$ cat src/rtl/i2c_master_pkg.sv
// Constants, register map and carrier types for the two-wire master.
// Assumes a 100 MHz system clock and a classic Wishbone slave port.
package i2c_master_pkg;

    // ****************************************
    // Timing
    // ****************************************
    localparam int CLK_PERIOD_NS = 10;
    localparam int BIT_PERIOD_NS = 10000;
    localparam int QUARTER_CYC   = BIT_PERIOD_NS / (4 * CLK_PERIOD_NS);
    localparam int FILTER_NS     = 50;
    localparam int FILTER_CYC    = FILTER_NS / CLK_PERIOD_NS;
    localparam logic [8:0] QUARTER_RELOAD = 9'(QUARTER_CYC - 1);
    localparam logic [2:0] FILTER_COUNT   = 3'(FILTER_CYC);

    // ****************************************
    // Register indices (byte address is four times the index)
    // ****************************************
    localparam logic [13:0] DATA_IDX = 14'h0f50;
    localparam logic [13:0] STAT_IDX = 14'h0f51;
    localparam logic [13:0] CTL_IDX  = 14'h0f52;
    localparam logic [7:0]  CTL_RESET = 8'h00;

    // Control bits
    localparam int CTL_ENABLE = 7;
    localparam int CTL_START  = 6;
    localparam int CTL_STOP   = 5;
    localparam int CTL_BAUD   = 4;
    localparam int CTL_TXI    = 3;
    localparam int CTL_NAK    = 2;
    localparam int CTL_FLUSH  = 1;
    localparam int CTL_FILTER = 0;

    // Status bits
    localparam int ST_TX_BUFFER_EMPTY_FLAG = 7;
    localparam int ST_RX_BUFFER_FULL_FLAG = 6;
    localparam int ST_ACK  = 5;
    localparam int ST_TEN  = 4;
    localparam int ST_RD   = 3;
    localparam int ST_TAS  = 2;
    localparam int ST_DSS  = 1;
    localparam int ST_NCK  = 0;

    localparam logic [4:0] TEN_BIT_PREFIX = 5'h1e;

    typedef enum logic [2:0] {
        S_IDLE  = 3'h0,
        S_START = 3'h1,
        S_SHIFT = 3'h3,
        S_ACK   = 3'h2,
        S_HOLD  = 3'h6,
        S_STOP  = 3'h7
    } state_type;

    typedef struct packed {
        logic scl;
        logic sda;
    } link_in_type;

    typedef struct packed {
        logic scl_o;
        logic scl_oe;
        logic sda_o;
        logic sda_oe;
    } link_out_type;

    typedef struct packed {
        state_type       st;
        logic [1:0]      ph;
        logic [8:0]      cnt;
        logic [2:0]      bits;
        logic [7:0]      shf;
        logic [7:0]      data;
        logic [7:0]      ctl;
        logic            tx_buffer_empty_flag;
        logic            rx_buffer_full_flag;
        logic            ack;
        logic            ten;
        logic            rd;
        logic            first;
        logic            addr2;
        logic            nck;
        logic            scl_drv;
        logic            sda_drv;
        logic [1:0]      s1;
        logic [1:0]      s2;
        logic [1:0]      s3;
        logic [1:0]      lvl;
        logic [1:0][2:0] flt;
        logic            wb_ack;
        logic [7:0]      rdat;
        logic            irq;
    } regs_type;

    localparam regs_type REGS_RESET = '0;

endpackage : i2c_master_pkg

$ cat src/rtl/i2c_master_controller.sv
// Two-wire bus master with byte shifter, start/stop generation and flags.
// Assumes open-drain pads outside; lines are sampled on the system clock.
//
// Our own choice: register access over Wishbone.
`timescale 1ns/1ps
`default_nettype none

// Overview of operation
// - Start bit issues START, then data register moves into the shifter, or a stop follows if it is empty.
// - Transmit interrupt enabled raises interrupt while data register is empty.
// - After a sent byte's first bit shifts out, data register reads empty.
// - Address not acknowledged makes the controller send a stop.
// - Slave holding clock low suspends all bus timing until released.
// - Stop goes out when no byte waits and transmit interrupt is off, or the stop bit is set.
// - Ten-bit first byte is 11110, two top address bits, direction bit.
// - Start set after second ten-bit byte gives a repeated start.
// - Nak control bit answers the next received byte with not-acknowledge.
// - Receive-full flag sets on a byte, interrupts, clears on data read.
// - Ack flag reports acknowledge of the latest byte sent or received.
// - Ten-bit flag sets on prefix 11110 after start, clears after first byte.
// - Read flag takes the data register's low bit as the start condition ends.
// - Address-state flag is high exactly while an address byte shifts.
// - Data-shift flag is high while a data byte shifts.
// - Nack flag sets on nack without start or stop; start/stop clears it.
// - Stop set after a nack interrupt places a stop on the bus.
// - Enable bit gates all operation; control register resets to zero.
module i2c_master_controller (
    // Clock and reset
    input  wire logic                          clk_i,
    input  wire logic                          rst_i,
    // Wishbone slave
    input  wire logic                          wb_cyc_i,
    input  wire logic                          wb_stb_i,
    input  wire logic                          wb_we_i,
    input  wire logic [15:0]                   wb_adr_i,
    input  wire logic [3:0]                    wb_sel_i,
    input  wire logic [31:0]                   wb_dat_i,
    output logic      [31:0]                   wb_dat_o,
    output logic                               wb_ack_o,
    // Serial bus
    input  wire i2c_master_pkg::link_in_type   link_i,
    output i2c_master_pkg::link_out_type       link_o,
    // Interrupt request
    output logic                               irq_o
);
    import i2c_master_pkg::*;

    regs_type    q;
    regs_type    n;
    state_type   nxt;
    logic        jump;
    logic        en;
    logic        tick;
    logic        wait_hi;
    logic        step;
    logic        last;
    logic        tx_dir;
    logic        addr_shift_state;
    logic        data_shift_state;
    logic        req;
    logic        wr_ok;
    logic        set_tx_buffer_empty_flag;
    logic        set_rx_buffer_full_flag;
    logic        set_nck;
    logic        nackd;
    logic [13:0] idx;
    logic [7:0]  stat;

    function automatic logic is_ten(input logic [7:0] b);
        return b[7:3] == TEN_BIT_PREFIX;
    endfunction : is_ten

    // ****************************************
    // Next-state logic
    // ****************************************
    always_comb begin
        n        = q;
        nxt      = q.st;
        jump     = 1'b0;
        en       = q.ctl[CTL_ENABLE];
        tx_dir   = q.first | q.addr2 | ~q.rd;
        addr_shift_state      = (q.st == S_SHIFT) && (q.first || q.addr2);
        data_shift_state      = (q.st == S_SHIFT) && !(q.first || q.addr2);
        tick     = (q.cnt == 9'h000);
        wait_hi  = (q.st == S_START) ? (q.ph == 2'd1)
                 : ((q.st == S_SHIFT || q.st == S_ACK || q.st == S_STOP) && q.ph == 2'd2);
        step     = tick && !(wait_hi && !q.lvl[0]);
        last     = step && (q.ph == 2'd3);
        set_tx_buffer_empty_flag = 1'b0;
        set_rx_buffer_full_flag = 1'b0;
        set_nck  = 1'b0;
        nackd    = 1'b0;
        req      = wb_cyc_i & wb_stb_i & ~q.wb_ack;
        wr_ok    = req & wb_we_i & wb_sel_i[0];
        idx      = wb_adr_i[15:2];
        stat          = 8'h00;
        stat[ST_TX_BUFFER_EMPTY_FLAG] = q.tx_buffer_empty_flag;
        stat[ST_RX_BUFFER_FULL_FLAG] = q.rx_buffer_full_flag;
        stat[ST_ACK]  = q.ack;
        stat[ST_TEN]  = q.ten;
        stat[ST_RD]   = q.rd;
        stat[ST_TAS]  = addr_shift_state;
        stat[ST_DSS]  = data_shift_state;
        stat[ST_NCK]  = q.nck;

        // Three-stage sampling; a change counts once stages two and three agree, with the filter on once they agreed FILTER_COUNT cycles longer
        n.s1 = {link_i.sda, link_i.scl};
        n.s2 = q.s1;
        n.s3 = q.s2;
        for (int i = 0; i < 2; i++) begin
            if (q.s2[i] != q.s3[i] || q.s3[i] == q.lvl[i]) begin
                n.flt[i] = 3'h0;
            end else if (!q.ctl[CTL_FILTER] || q.flt[i] == FILTER_COUNT) begin
                n.lvl[i] = q.s3[i];
                n.flt[i] = 3'h0;
            end else begin
                n.flt[i] = q.flt[i] + 3'h1;
            end
        end

        // Quarter-bit timer; held at its reload value while a released clock line is still held low
        n.cnt = tick ? QUARTER_RELOAD : q.cnt - 9'h001;
        if (wait_hi && !q.lvl[0]) begin
            n.cnt = QUARTER_RELOAD;
        end
        if (step) begin
            n.ph = q.ph + 2'd1;
        end

        // Line drive; in shift and ack, data only changes a phase after the clock falls
        case (q.st)
            S_START: begin
                n.sda_drv = q.ph[1];
                n.scl_drv = (q.ph == 2'd0) ? q.scl_drv : 1'b0;
            end
            S_SHIFT: begin
                n.scl_drv = ~q.ph[1];
                n.sda_drv = (q.ph == 2'd0) ? q.sda_drv : (tx_dir & ~q.shf[7]);
            end
            S_ACK: begin
                n.scl_drv = ~q.ph[1];
                n.sda_drv = (q.ph == 2'd0) ? q.sda_drv : (~tx_dir & ~q.ctl[CTL_NAK]);
            end
            S_HOLD: begin
                n.scl_drv = 1'b1;
                // Release data only once the clock is already low, never a false stop
                n.sda_drv = q.scl_drv ? 1'b0 : q.sda_drv;
            end
            S_STOP: begin
                n.scl_drv = ~q.ph[1];
                n.sda_drv = (q.ph == 2'd0) ? q.sda_drv : (q.ph != 2'd3);
            end
            default: begin
                n.scl_drv = 1'b0;
                n.sda_drv = 1'b0;
            end
        endcase

        // ****************************************
        // Byte sequencer
        // ****************************************
        case (q.st)
            S_IDLE: begin
                if (en && q.ctl[CTL_START]) begin
                    jump = 1'b1;
                    nxt  = S_START;
                end
            end
            S_START: begin
                if (last) begin
                    n.ctl[CTL_START] = 1'b0;
                    jump             = 1'b1;
                    if (q.tx_buffer_empty_flag) begin
                        nxt = S_STOP;
                    end else begin
                        nxt     = S_SHIFT;
                        n.shf   = q.data;
                        n.rd    = q.data[0];
                        n.ten   = is_ten(q.data);
                        n.first = 1'b1;
                        n.addr2 = 1'b0;
                        n.bits  = 3'd7;
                    end
                end
            end
            S_SHIFT: begin
                if (last) begin
                    n.shf  = {q.shf[6:0], tx_dir ? 1'b0 : q.lvl[1]};
                    n.bits = q.bits - 3'd1;
                    if (q.bits == 3'd7 && tx_dir) begin
                        set_tx_buffer_empty_flag = 1'b1;
                    end
                    if (q.bits == 3'd0) begin
                        jump = 1'b1;
                        nxt  = S_ACK;
                    end
                end
            end
            S_ACK: begin
                if (last) begin
                    nackd = tx_dir ? q.lvl[1] : q.ctl[CTL_NAK];
                    n.ack = ~nackd;
                    if (!tx_dir) begin
                        set_rx_buffer_full_flag       = 1'b1;
                        n.ctl[CTL_NAK] = 1'b0;
                    end
                    // Second byte of a ten-bit write is still address
                    n.addr2 = q.first & q.ten & ~q.rd;
                    if (q.first) begin
                        n.ten = 1'b0;
                    end
                    n.first = 1'b0;
                    if (nackd && !q.ctl[CTL_START] && !q.ctl[CTL_STOP]) begin
                        set_nck = 1'b1;
                    end
                    jump = 1'b1;
                    nxt  = (nackd && tx_dir && (q.first || q.addr2)) ? S_STOP : S_HOLD;
                end
            end
            S_HOLD: begin
                if (q.ctl[CTL_STOP]) begin
                    jump = 1'b1;
                    nxt  = S_STOP;
                end else if (q.ctl[CTL_START]) begin
                    jump = 1'b1;
                    nxt  = S_START;
                end else if (q.nck) begin
                    jump = 1'b0;
                end else if (!tx_dir) begin
                    if (!q.rx_buffer_full_flag) begin
                        jump   = 1'b1;
                        nxt    = S_SHIFT;
                        n.bits = 3'd7;
                    end
                end else if (!q.tx_buffer_empty_flag) begin
                    jump   = 1'b1;
                    nxt    = S_SHIFT;
                    n.shf  = q.data;
                    n.bits = 3'd7;
                end else if (!q.ctl[CTL_TXI]) begin
                    jump = 1'b1;
                    nxt  = S_STOP;
                end
            end
            S_STOP: begin
                if (last) begin
                    n.ctl[CTL_STOP] = 1'b0;
                    jump            = 1'b1;
                    nxt             = S_IDLE;
                end
            end
            default: begin
                jump = 1'b1;
                nxt  = S_IDLE;
            end
        endcase
        if (jump) begin
            n.st  = nxt;
            n.ph  = 2'd0;
            n.cnt = QUARTER_RELOAD;
        end
        if (!en) begin
            n.st      = S_IDLE;
            n.ph      = 2'd0;
            n.scl_drv = 1'b0;
            n.sda_drv = 1'b0;
        end

        // ****************************************
        // Register access (one wait state)
        // ****************************************
        n.wb_ack = req;
        if (req) begin
            n.rdat = 8'h00;
            case (idx)
                DATA_IDX: begin
                    n.rdat = q.data;
                    if (wr_ok) begin
                        n.data = wb_dat_i[7:0];
                        n.tx_buffer_empty_flag = 1'b0;
                    end else if (!wb_we_i) begin
                        n.rx_buffer_full_flag = 1'b0;
                    end
                end
                STAT_IDX: n.rdat = stat;
                CTL_IDX: begin
                    n.rdat = q.ctl;
                    if (wr_ok) begin
                        n.ctl            = wb_dat_i[7:0];
                        n.ctl[CTL_FLUSH] = 1'b0;
                        if (wb_dat_i[CTL_FLUSH]) begin
                            n.tx_buffer_empty_flag = 1'b1;
                        end
                        if (wb_dat_i[CTL_START] || wb_dat_i[CTL_STOP]) begin
                            n.nck = 1'b0;
                        end
                        if (wb_dat_i[CTL_START]) begin
                            n.ten = is_ten(q.data);
                        end
                    end
                end
                default: n.rdat = 8'h00;
            endcase
        end

        // Hardware events win over a same-cycle software clear
        if (set_tx_buffer_empty_flag) begin
            n.tx_buffer_empty_flag = 1'b1;
        end
        if (set_rx_buffer_full_flag) begin
            n.rx_buffer_full_flag = 1'b1;
            n.data = q.shf;
        end
        if (set_nck) begin
            n.nck = 1'b1;
        end
        n.irq = en & ((q.ctl[CTL_TXI] & q.tx_buffer_empty_flag) | q.rx_buffer_full_flag | q.nck);
    end

    always_ff @(posedge clk_i) begin
        if (rst_i) begin
            q <= REGS_RESET;
        end else begin
            q <= n;
        end
    end

    // ****************************************
    // Outputs
    // ****************************************
    assign wb_dat_o      = {24'h00_0000, q.rdat};
    assign wb_ack_o      = q.wb_ack;
    assign irq_o         = q.irq;
    assign link_o.scl_o  = 1'b0;
    assign link_o.scl_oe = q.scl_drv;
    assign link_o.sda_o  = 1'b0;
    assign link_o.sda_oe = q.sda_drv;
endmodule : i2c_master_controller

`default_nettype wire

$ cat config.mk
export PLATFORM = sky130hd
export DESIGN_NAME = i2c_master_controller
export DESIGN_NICKNAME = d
export VERILOG_FILES = /design/src/rtl/i2c_master_pkg.sv /design/src/rtl/i2c_master_controller.sv
export SDC_FILE = /design/constraint.sdc
export NUM_CORES = 1
export LEC_CHECK = 0
export ABC_AREA = 1
export BUFFER_PORTS_ARGS = -buffer_cell sky130_fd_sc_hd__buf_4
export CORE_MARGIN = 4
export CORE_UTILIZATION = 35
export CTS_BUF_LIST = sky130_fd_sc_hd__clkbuf_16
export DETAILED_ROUTE_END_ITERATION = 10
export GPL_TIMING_DRIVEN = 0
export PLACE_DENSITY = 0.67
export SLEW_MARGIN = 20
export SYNTH_ARGS = -nofsm -noshare
export SYNTH_HDL_FRONTEND = slang
export SYNTH_SLANG_ARGS = --single-unit
export TNS_END_PERCENT = 1
$ cat constraint.sdc
create_clock -name clk_i -period 2 [get_ports clk_i]
set_input_delay 0.5 -clock clk_i [delete_from_list [all_inputs] [get_ports clk_i]]
set_output_delay 0.5 -clock clk_i [all_outputs]
set_load 0.02 [all_outputs]
==> After elaboration in Yosys (flattened, before gate mapping) <==
Cells that the tools add are included.
{ "classes": {"addsub": 5, "n_eq_ne": 45, "mux": 97, "n_bitwise": 25, "n_reduce_logical": 61} }
{ "ops": {"columns": ["op", "count"], "rows": [
  ["$mux 11", 6],
  ["$mux 8", 8],
  ["$mux 1", 54],
  ["$mux 3", 16],
  ["$eq 14x12->1 const B", 3],
  ["$pmux 11 s3", 1],
  ["$ne 2x2->1 const B", 16],
  ["$pmux 8 s3", 1],
  ["$mux 18", 1],
  ["$pmux 3 s6", 1],
  ["$reduce_bool 2->1", 9],
  ["$reduce_and 4->1", 4],
  ["$eq 3x3->1 const B", 5],
  ["$reduce_and 7->1", 2],
  ["$logic_and 1x1->1", 12],
  ["$ne 3x3->1 const B", 4],
  ["$reduce_or 3->1", 4],
  ["$not 1->1", 11],
  ["$and 1x1->1", 10],
  ["$pmux 2 s5", 1],
  ["$reduce_and 10->1", 1],
  ["$logic_not 9->1", 1],
  ["$mux 9", 1],
  ["$reduce_and 3->1", 3],
  ["other kinds (30)", 58]
]} }
{ "totals": {"reg_bits": 74, "in_bits": 59, "output_inout_bits": 38, "word_cells": 262} }

==> Logic depth before layout (Yosys ltp) <==
{ "depth": {"depth_word": 15, "mapped_depth": 15, "mapped_depth_nobuf": 14} }

==> Least setup slack after synthesis <==
OpenSTA, ideal clock, no wires.
{ "synth_timing": {"path_type": "in2reg", "startpoint": "input port wb_adr_i[8]", "endpoint": "register q[34] (netlist bit)", "setup_time_ns": 0.127, "arrival_time_ns": 1.526, "required_time_ns": 1.873, "setup_slack_ns": 0.347, "cell_stages": 8, "path_buffers": 1, "path_cell_list": "inv_1 -> nor2_1 -> nand2_1 -> nor4_2 -> nand3_1 -> clkbuf_1 -> o21ai_0 -> a21oi_1"} }
{ "synth_between": {"elab_chain_cells": 2} }
{ "synth_lines": {"columns": ["element", "line_no", "source"], "rows": [
  ["from (decl)", "i2c_master_controller.sv:35", "input wire logic [15:0] wb_adr_i,"],
  ["$eq 14x12->1", "i2c_master_controller.sv:275", "case (idx)"],
  ["$reduce_and 3->1 (no source line)", null, null],
  ["to (signal assigned)", "i2c_master_controller.sv:324", "q <= n;"],
  ["to (decl)", "i2c_master_controller.sv:48", "regs_type q;"]
]} }
Every way passes these cells.
A chain may end at the register's enable or synchronous reset.

==> Worst setup path after layout <==
{ "layout_timing": {"startpoint": "register q[71] (netlist bit)", "endpoint": "register q[52] (netlist bit)"} }
{ "layout_between": {"elab_chain_cells": 9, "word_cells_on_any_way": 12, "cone_classes": "eq/ne (5); mux (1); reduce/logical (6)"} }
{ "layout_lines": {"columns": ["element", "line_no", "source"], "rows": [
  ["$eq 2x2->1", "i2c_master_controller.sv:86", ": ((q.st == S_SHIFT || q.st == S_ACK || q.st == S_STOP) && q.ph == 2'd2);"],
  ["$logic_and 1x1->1", "i2c_master_controller.sv:86", null],
  ["$mux 1", "i2c_master_controller.sv:85", "wait_hi = (q.st == S_START) ? (q.ph == 2'd1)"],
  ["$logic_and 1x1->1", "i2c_master_controller.sv:87", "step = tick && !(wait_hi && !q.lvl[0]);"],
  ["$logic_not 1->1", "i2c_master_controller.sv:87", null],
  ["$logic_and 1x1->1", "i2c_master_controller.sv:87", null],
  ["$logic_and 1x1->1 (*)", "i2c_master_controller.sv:88", "last = step && (q.ph == 2'd3);"],
  ["$ne 2x2->1 (no source line)", null, null],
  ["$reduce_and 7->1 (no source line) (*)", null, null]
]} }
Mark *: on every way between the ends. The rest lies on a longest branch, timed or not.

==> results.md <==
* Mux contribution to synthesized area at 0%
* Drt pass-1 iters at 5
* Global Route Usage Sum at between 10% and 20%
* HP Class: input pin to register
* DR WL/cell at 12.6 um
* Core area at between 10,000 and 15,000 um^2
* # Post-CTS Setup Buffers at 0
* Hold-fix buffer count after cts at 0
* Via count of the first global-routing pass at around 3,800
* Post-Synth Simple-Gate Area at 29.5%
* WP data required at about 2.2 ns
* Worst r2r path cells at 10
* Util after Layout at between 40% and 50%
* CTS tree: yes
* Layout cells sized above 1 at between 15 and 20%
* CP max stage delay at 0.35 ns
* Yosys warnings at 0
* Layout Cells excl Fill at between 900 and 1,000
* Leak at between 0.002 and 0.0025 uW
* Post-route minimum period at between 1.5 and 2 ns
* Max Cap Viol at 0
* Data arrival, critical path at 2.12 ns
* N_diodes at 0
* Die H at between 100 and 150 um
* Die W at about 120 um
* Slew HR at between 60% and 70%
* Area Growth Syn to Fin at 19.9%
* Ports at 97
* Sink Count at 74
* R2R setup slack at just over 0.1 ns
* Largest net degree at the start of global routing at 13
* Largest family of logic cells by synthesized area: simple AND/OR/NAND/NOR gates
* Cells after Synth at roughly 670
* Gr ovfl total at 0
* Mean post-synth cell area at 6.58 um^2
* Worst path slowest cell: dfxtp_1
* CTS resizes at 0
* TNS Setup at 0 ns
* CTS Buf Count at 9
* Worst setup EP type: register
* Endpoint, Worst Hold: n[21]
* VDD IR-drop max at roughly 0.00048 V
* RSZ-0062 raised after global routing: no
* DRC Markers at 0
* Placed Cells incl. Taps at between 900 and 1,000
* Post-synthesis xor/xnor area fraction at 1.38%
* Clock transition at path regs at approximately 0.060 ns
* Final Net Count at approximately 820
* Vias per cell at approximately 4.7
* Worst reg2reg startpoint: q[71]
* Initial antenna violation count at 0
* Status: completed
* I/O Buffers at 41
* Post-Synth Adder-Cell Area at ~3.7%
* RR Endpoint: q[52]
* Max Clock Freq at 527 MHz
* CTS Root Buffer Type: clkbuf_16
* Standard-cell rows at 40
* Detail Route Antenna Nets at 0
* Hold Fails Final Rpt at 0
* Sequential-to-total area share from yosys stat at ~33%
* Gp weighted congestion at between 0.9 and 1
* Starting Density at ~36%
* Worst skew pair latency at 0.33 ns
* Clock Skew at 0.00619 ns
* Die Area at approximately 15,000 um^2
* Post-synthesis register bit count at 74
* Number of distinct library cells after synthesis at 44
* Critical path fanouts, max at 9
* Routed WL at around 12 mm
* Via count at 4,329
* Endpoints failing setup at 0
* WS Path Type: register to register
* Slew @ Worst Pin at about 0.59 ns
* Hold_sp: link_i[0]
* Power per cell area at between 700 and 800 nW/um^2
* Detailed Place HPWL at about 9 mm
* Max Buffers Root-to-Sink at 2
* Initial drt markers at roughly 310
* Compound-Gate Fraction of Synth Area at around 15%
* First-pass GRT wire length at 18.9 mm
* Final period util at between 90% and 100%
* H-tree level count at 3
* Final Max Tran Viols at 0
* Cell Chain, Critical Path: inv_1 -> ha_1 -> nand4_1 -> nand2_2 -> nand2_4 -> nand3_4 -> nand2_1 -> nand3_2 -> inv_2 -> a21oi_1
* Synthesized area at roughly 4400 um^2
* Crit start category: register
* Hold Path Cell Cnt at 3
## placed cells by master (no fill, tap or decap), types with 2 or more instances in the layout
cell type	n
xor2_1	4
a31oi_1	3
o211ai_1	4
nand4_1	16
o22ai_1	4
clkbuf_1	10
clkinvlp_4	2
nor2_2	6
nand2_1	135
buf_4	78
dfxtp_1	74
nand3_2	2
inv_1	96
buf_6	2
nand2_2	5
o21ai_0	59
o21bai_1	2
nand2_4	2
nand3_1	29
nor2_1	89
a21oi_1	44
conb_1	26
nor3_1	5
buf_1	2
xnor2_1	3
o21ai_1	2
inv_4	2
inv_2	5
ha_1	13
clkbuf_16	9
## Yosys cell counts (all sizes together)
cell     count  share of area, %
nand2      142                13
inv        102               8.8
nor2        96               8.6
dfxtp       74                33
o21ai       62               7.1
a21oi       45               5.1
buf         42               7.1
nand3       32               4.1
nand4       17               2.5
ha          13               3.7
clkbuf      11              0.93
nor3         6              0.79
o211ai       4              0.68
o22ai        4              0.57
xor2         4              0.79
a31oi        3              0.42
xnor2        3              0.59
nor4         2              0.42
o21bai       2              0.34
a211oi       1              0.17
a31o         1              0.20
a41oi        1              0.20
and2         1              0.14
conb         1             0.085
nand3b       1              0.17
o2111ai      1              0.20
o31ai        1              0.17
or2          1              0.14
## report_power, final
part	internal [uW]	switching (uW)	total (uW)	leakage, uW
combinational	315	493	809	0.00165
clock	823	616	1440	0.000126
sequential	1570	58.5	1630	0.000599
## stage by stage
| stage | hold slack (ns) | power [uW] | area [um^2] | worst slack, ns |
|---|---|---|---|---|
| floorplan | 0.388 | 2280 | 4520 | 0.347 |
| global placement | 0.390 | 2450 | 5040 | -0.193 |
| detailed placement | 0.392 | 2460 | 5040 | -0.169 |
| CTS | 0.361 | 3900 | 5300 | 0.0674 |
| global route | 0.376 | 4110 | 5310 | 0.00213 |
| finish | 0.363 | 3870 | 5310 | 0.102 |
## per-layer routing
metal	wire (um)	share of wire (%)	vias up	GRT usage, %
met5	0	0	-	0
met2	5040	43	125	24.0
met3	962	8.3	14	4.26
li1	-	-	2246	-
met1	5480	47	1944	23.1
met4	145	1.2	0	4.46
## registers in the layout, summed over array words and instances (netlist names)
name and count:
en 1, irq_o 1, link_o 2, n 4, q 57, wb_ack_o 1
wb_dat_o 8
## worst max-delay path: cells and delay by family, from the launching register on
family / cells / cell delay, ns
AO/OA/AOI/OAI: 1 / 0.09
adder cells (fa/ha/maj): 1 / 0.19
buffers and inverters: 2 / 0.35
flip-flops: 1 / 0.35
AND/OR/NAND/NOR: 6 / 0.81
## cells by family (layout without fill, tap and decap cells)
family	after synthesis	in the layout
xor gates and xnor gates	7	7
other	1	26
buffers and inverters	155	211
DFF	74	74
and+or+nand+nor	298	298
adders and majority gates	13	13
AOI/OAI and AO/OA	125	125
## area by class of cell
type                            count  area [um^2]
Buffer                             53          355
Clock buffer                        9          225
Clock inverter                      6         36.3
Fill cell                        1298         6900
Inverter                          102          388
Multi-Input combinational cell    469         2310
Sequential cell                    74         1480
Tap cell                          168          210
Timing Repair Buffer               41          308
## worst max path at each step
stage                            from     to  slack, ns  depth (start not counted)
final                           q[71]  q[52]       0.10                         10
after CTS                       q[27]  q[62]       0.07                         10
after floorplan           wb_adr_i[8]  q[34]       0.35                          8
after detailed placement  wb_adr_i[7]  q[34]      -0.17                          8
after global placement    wb_adr_i[9]  q[38]      -0.19                          8
after global routing            q[71]  q[63]      0.002                         12
(Power assumes the default switching activity.)
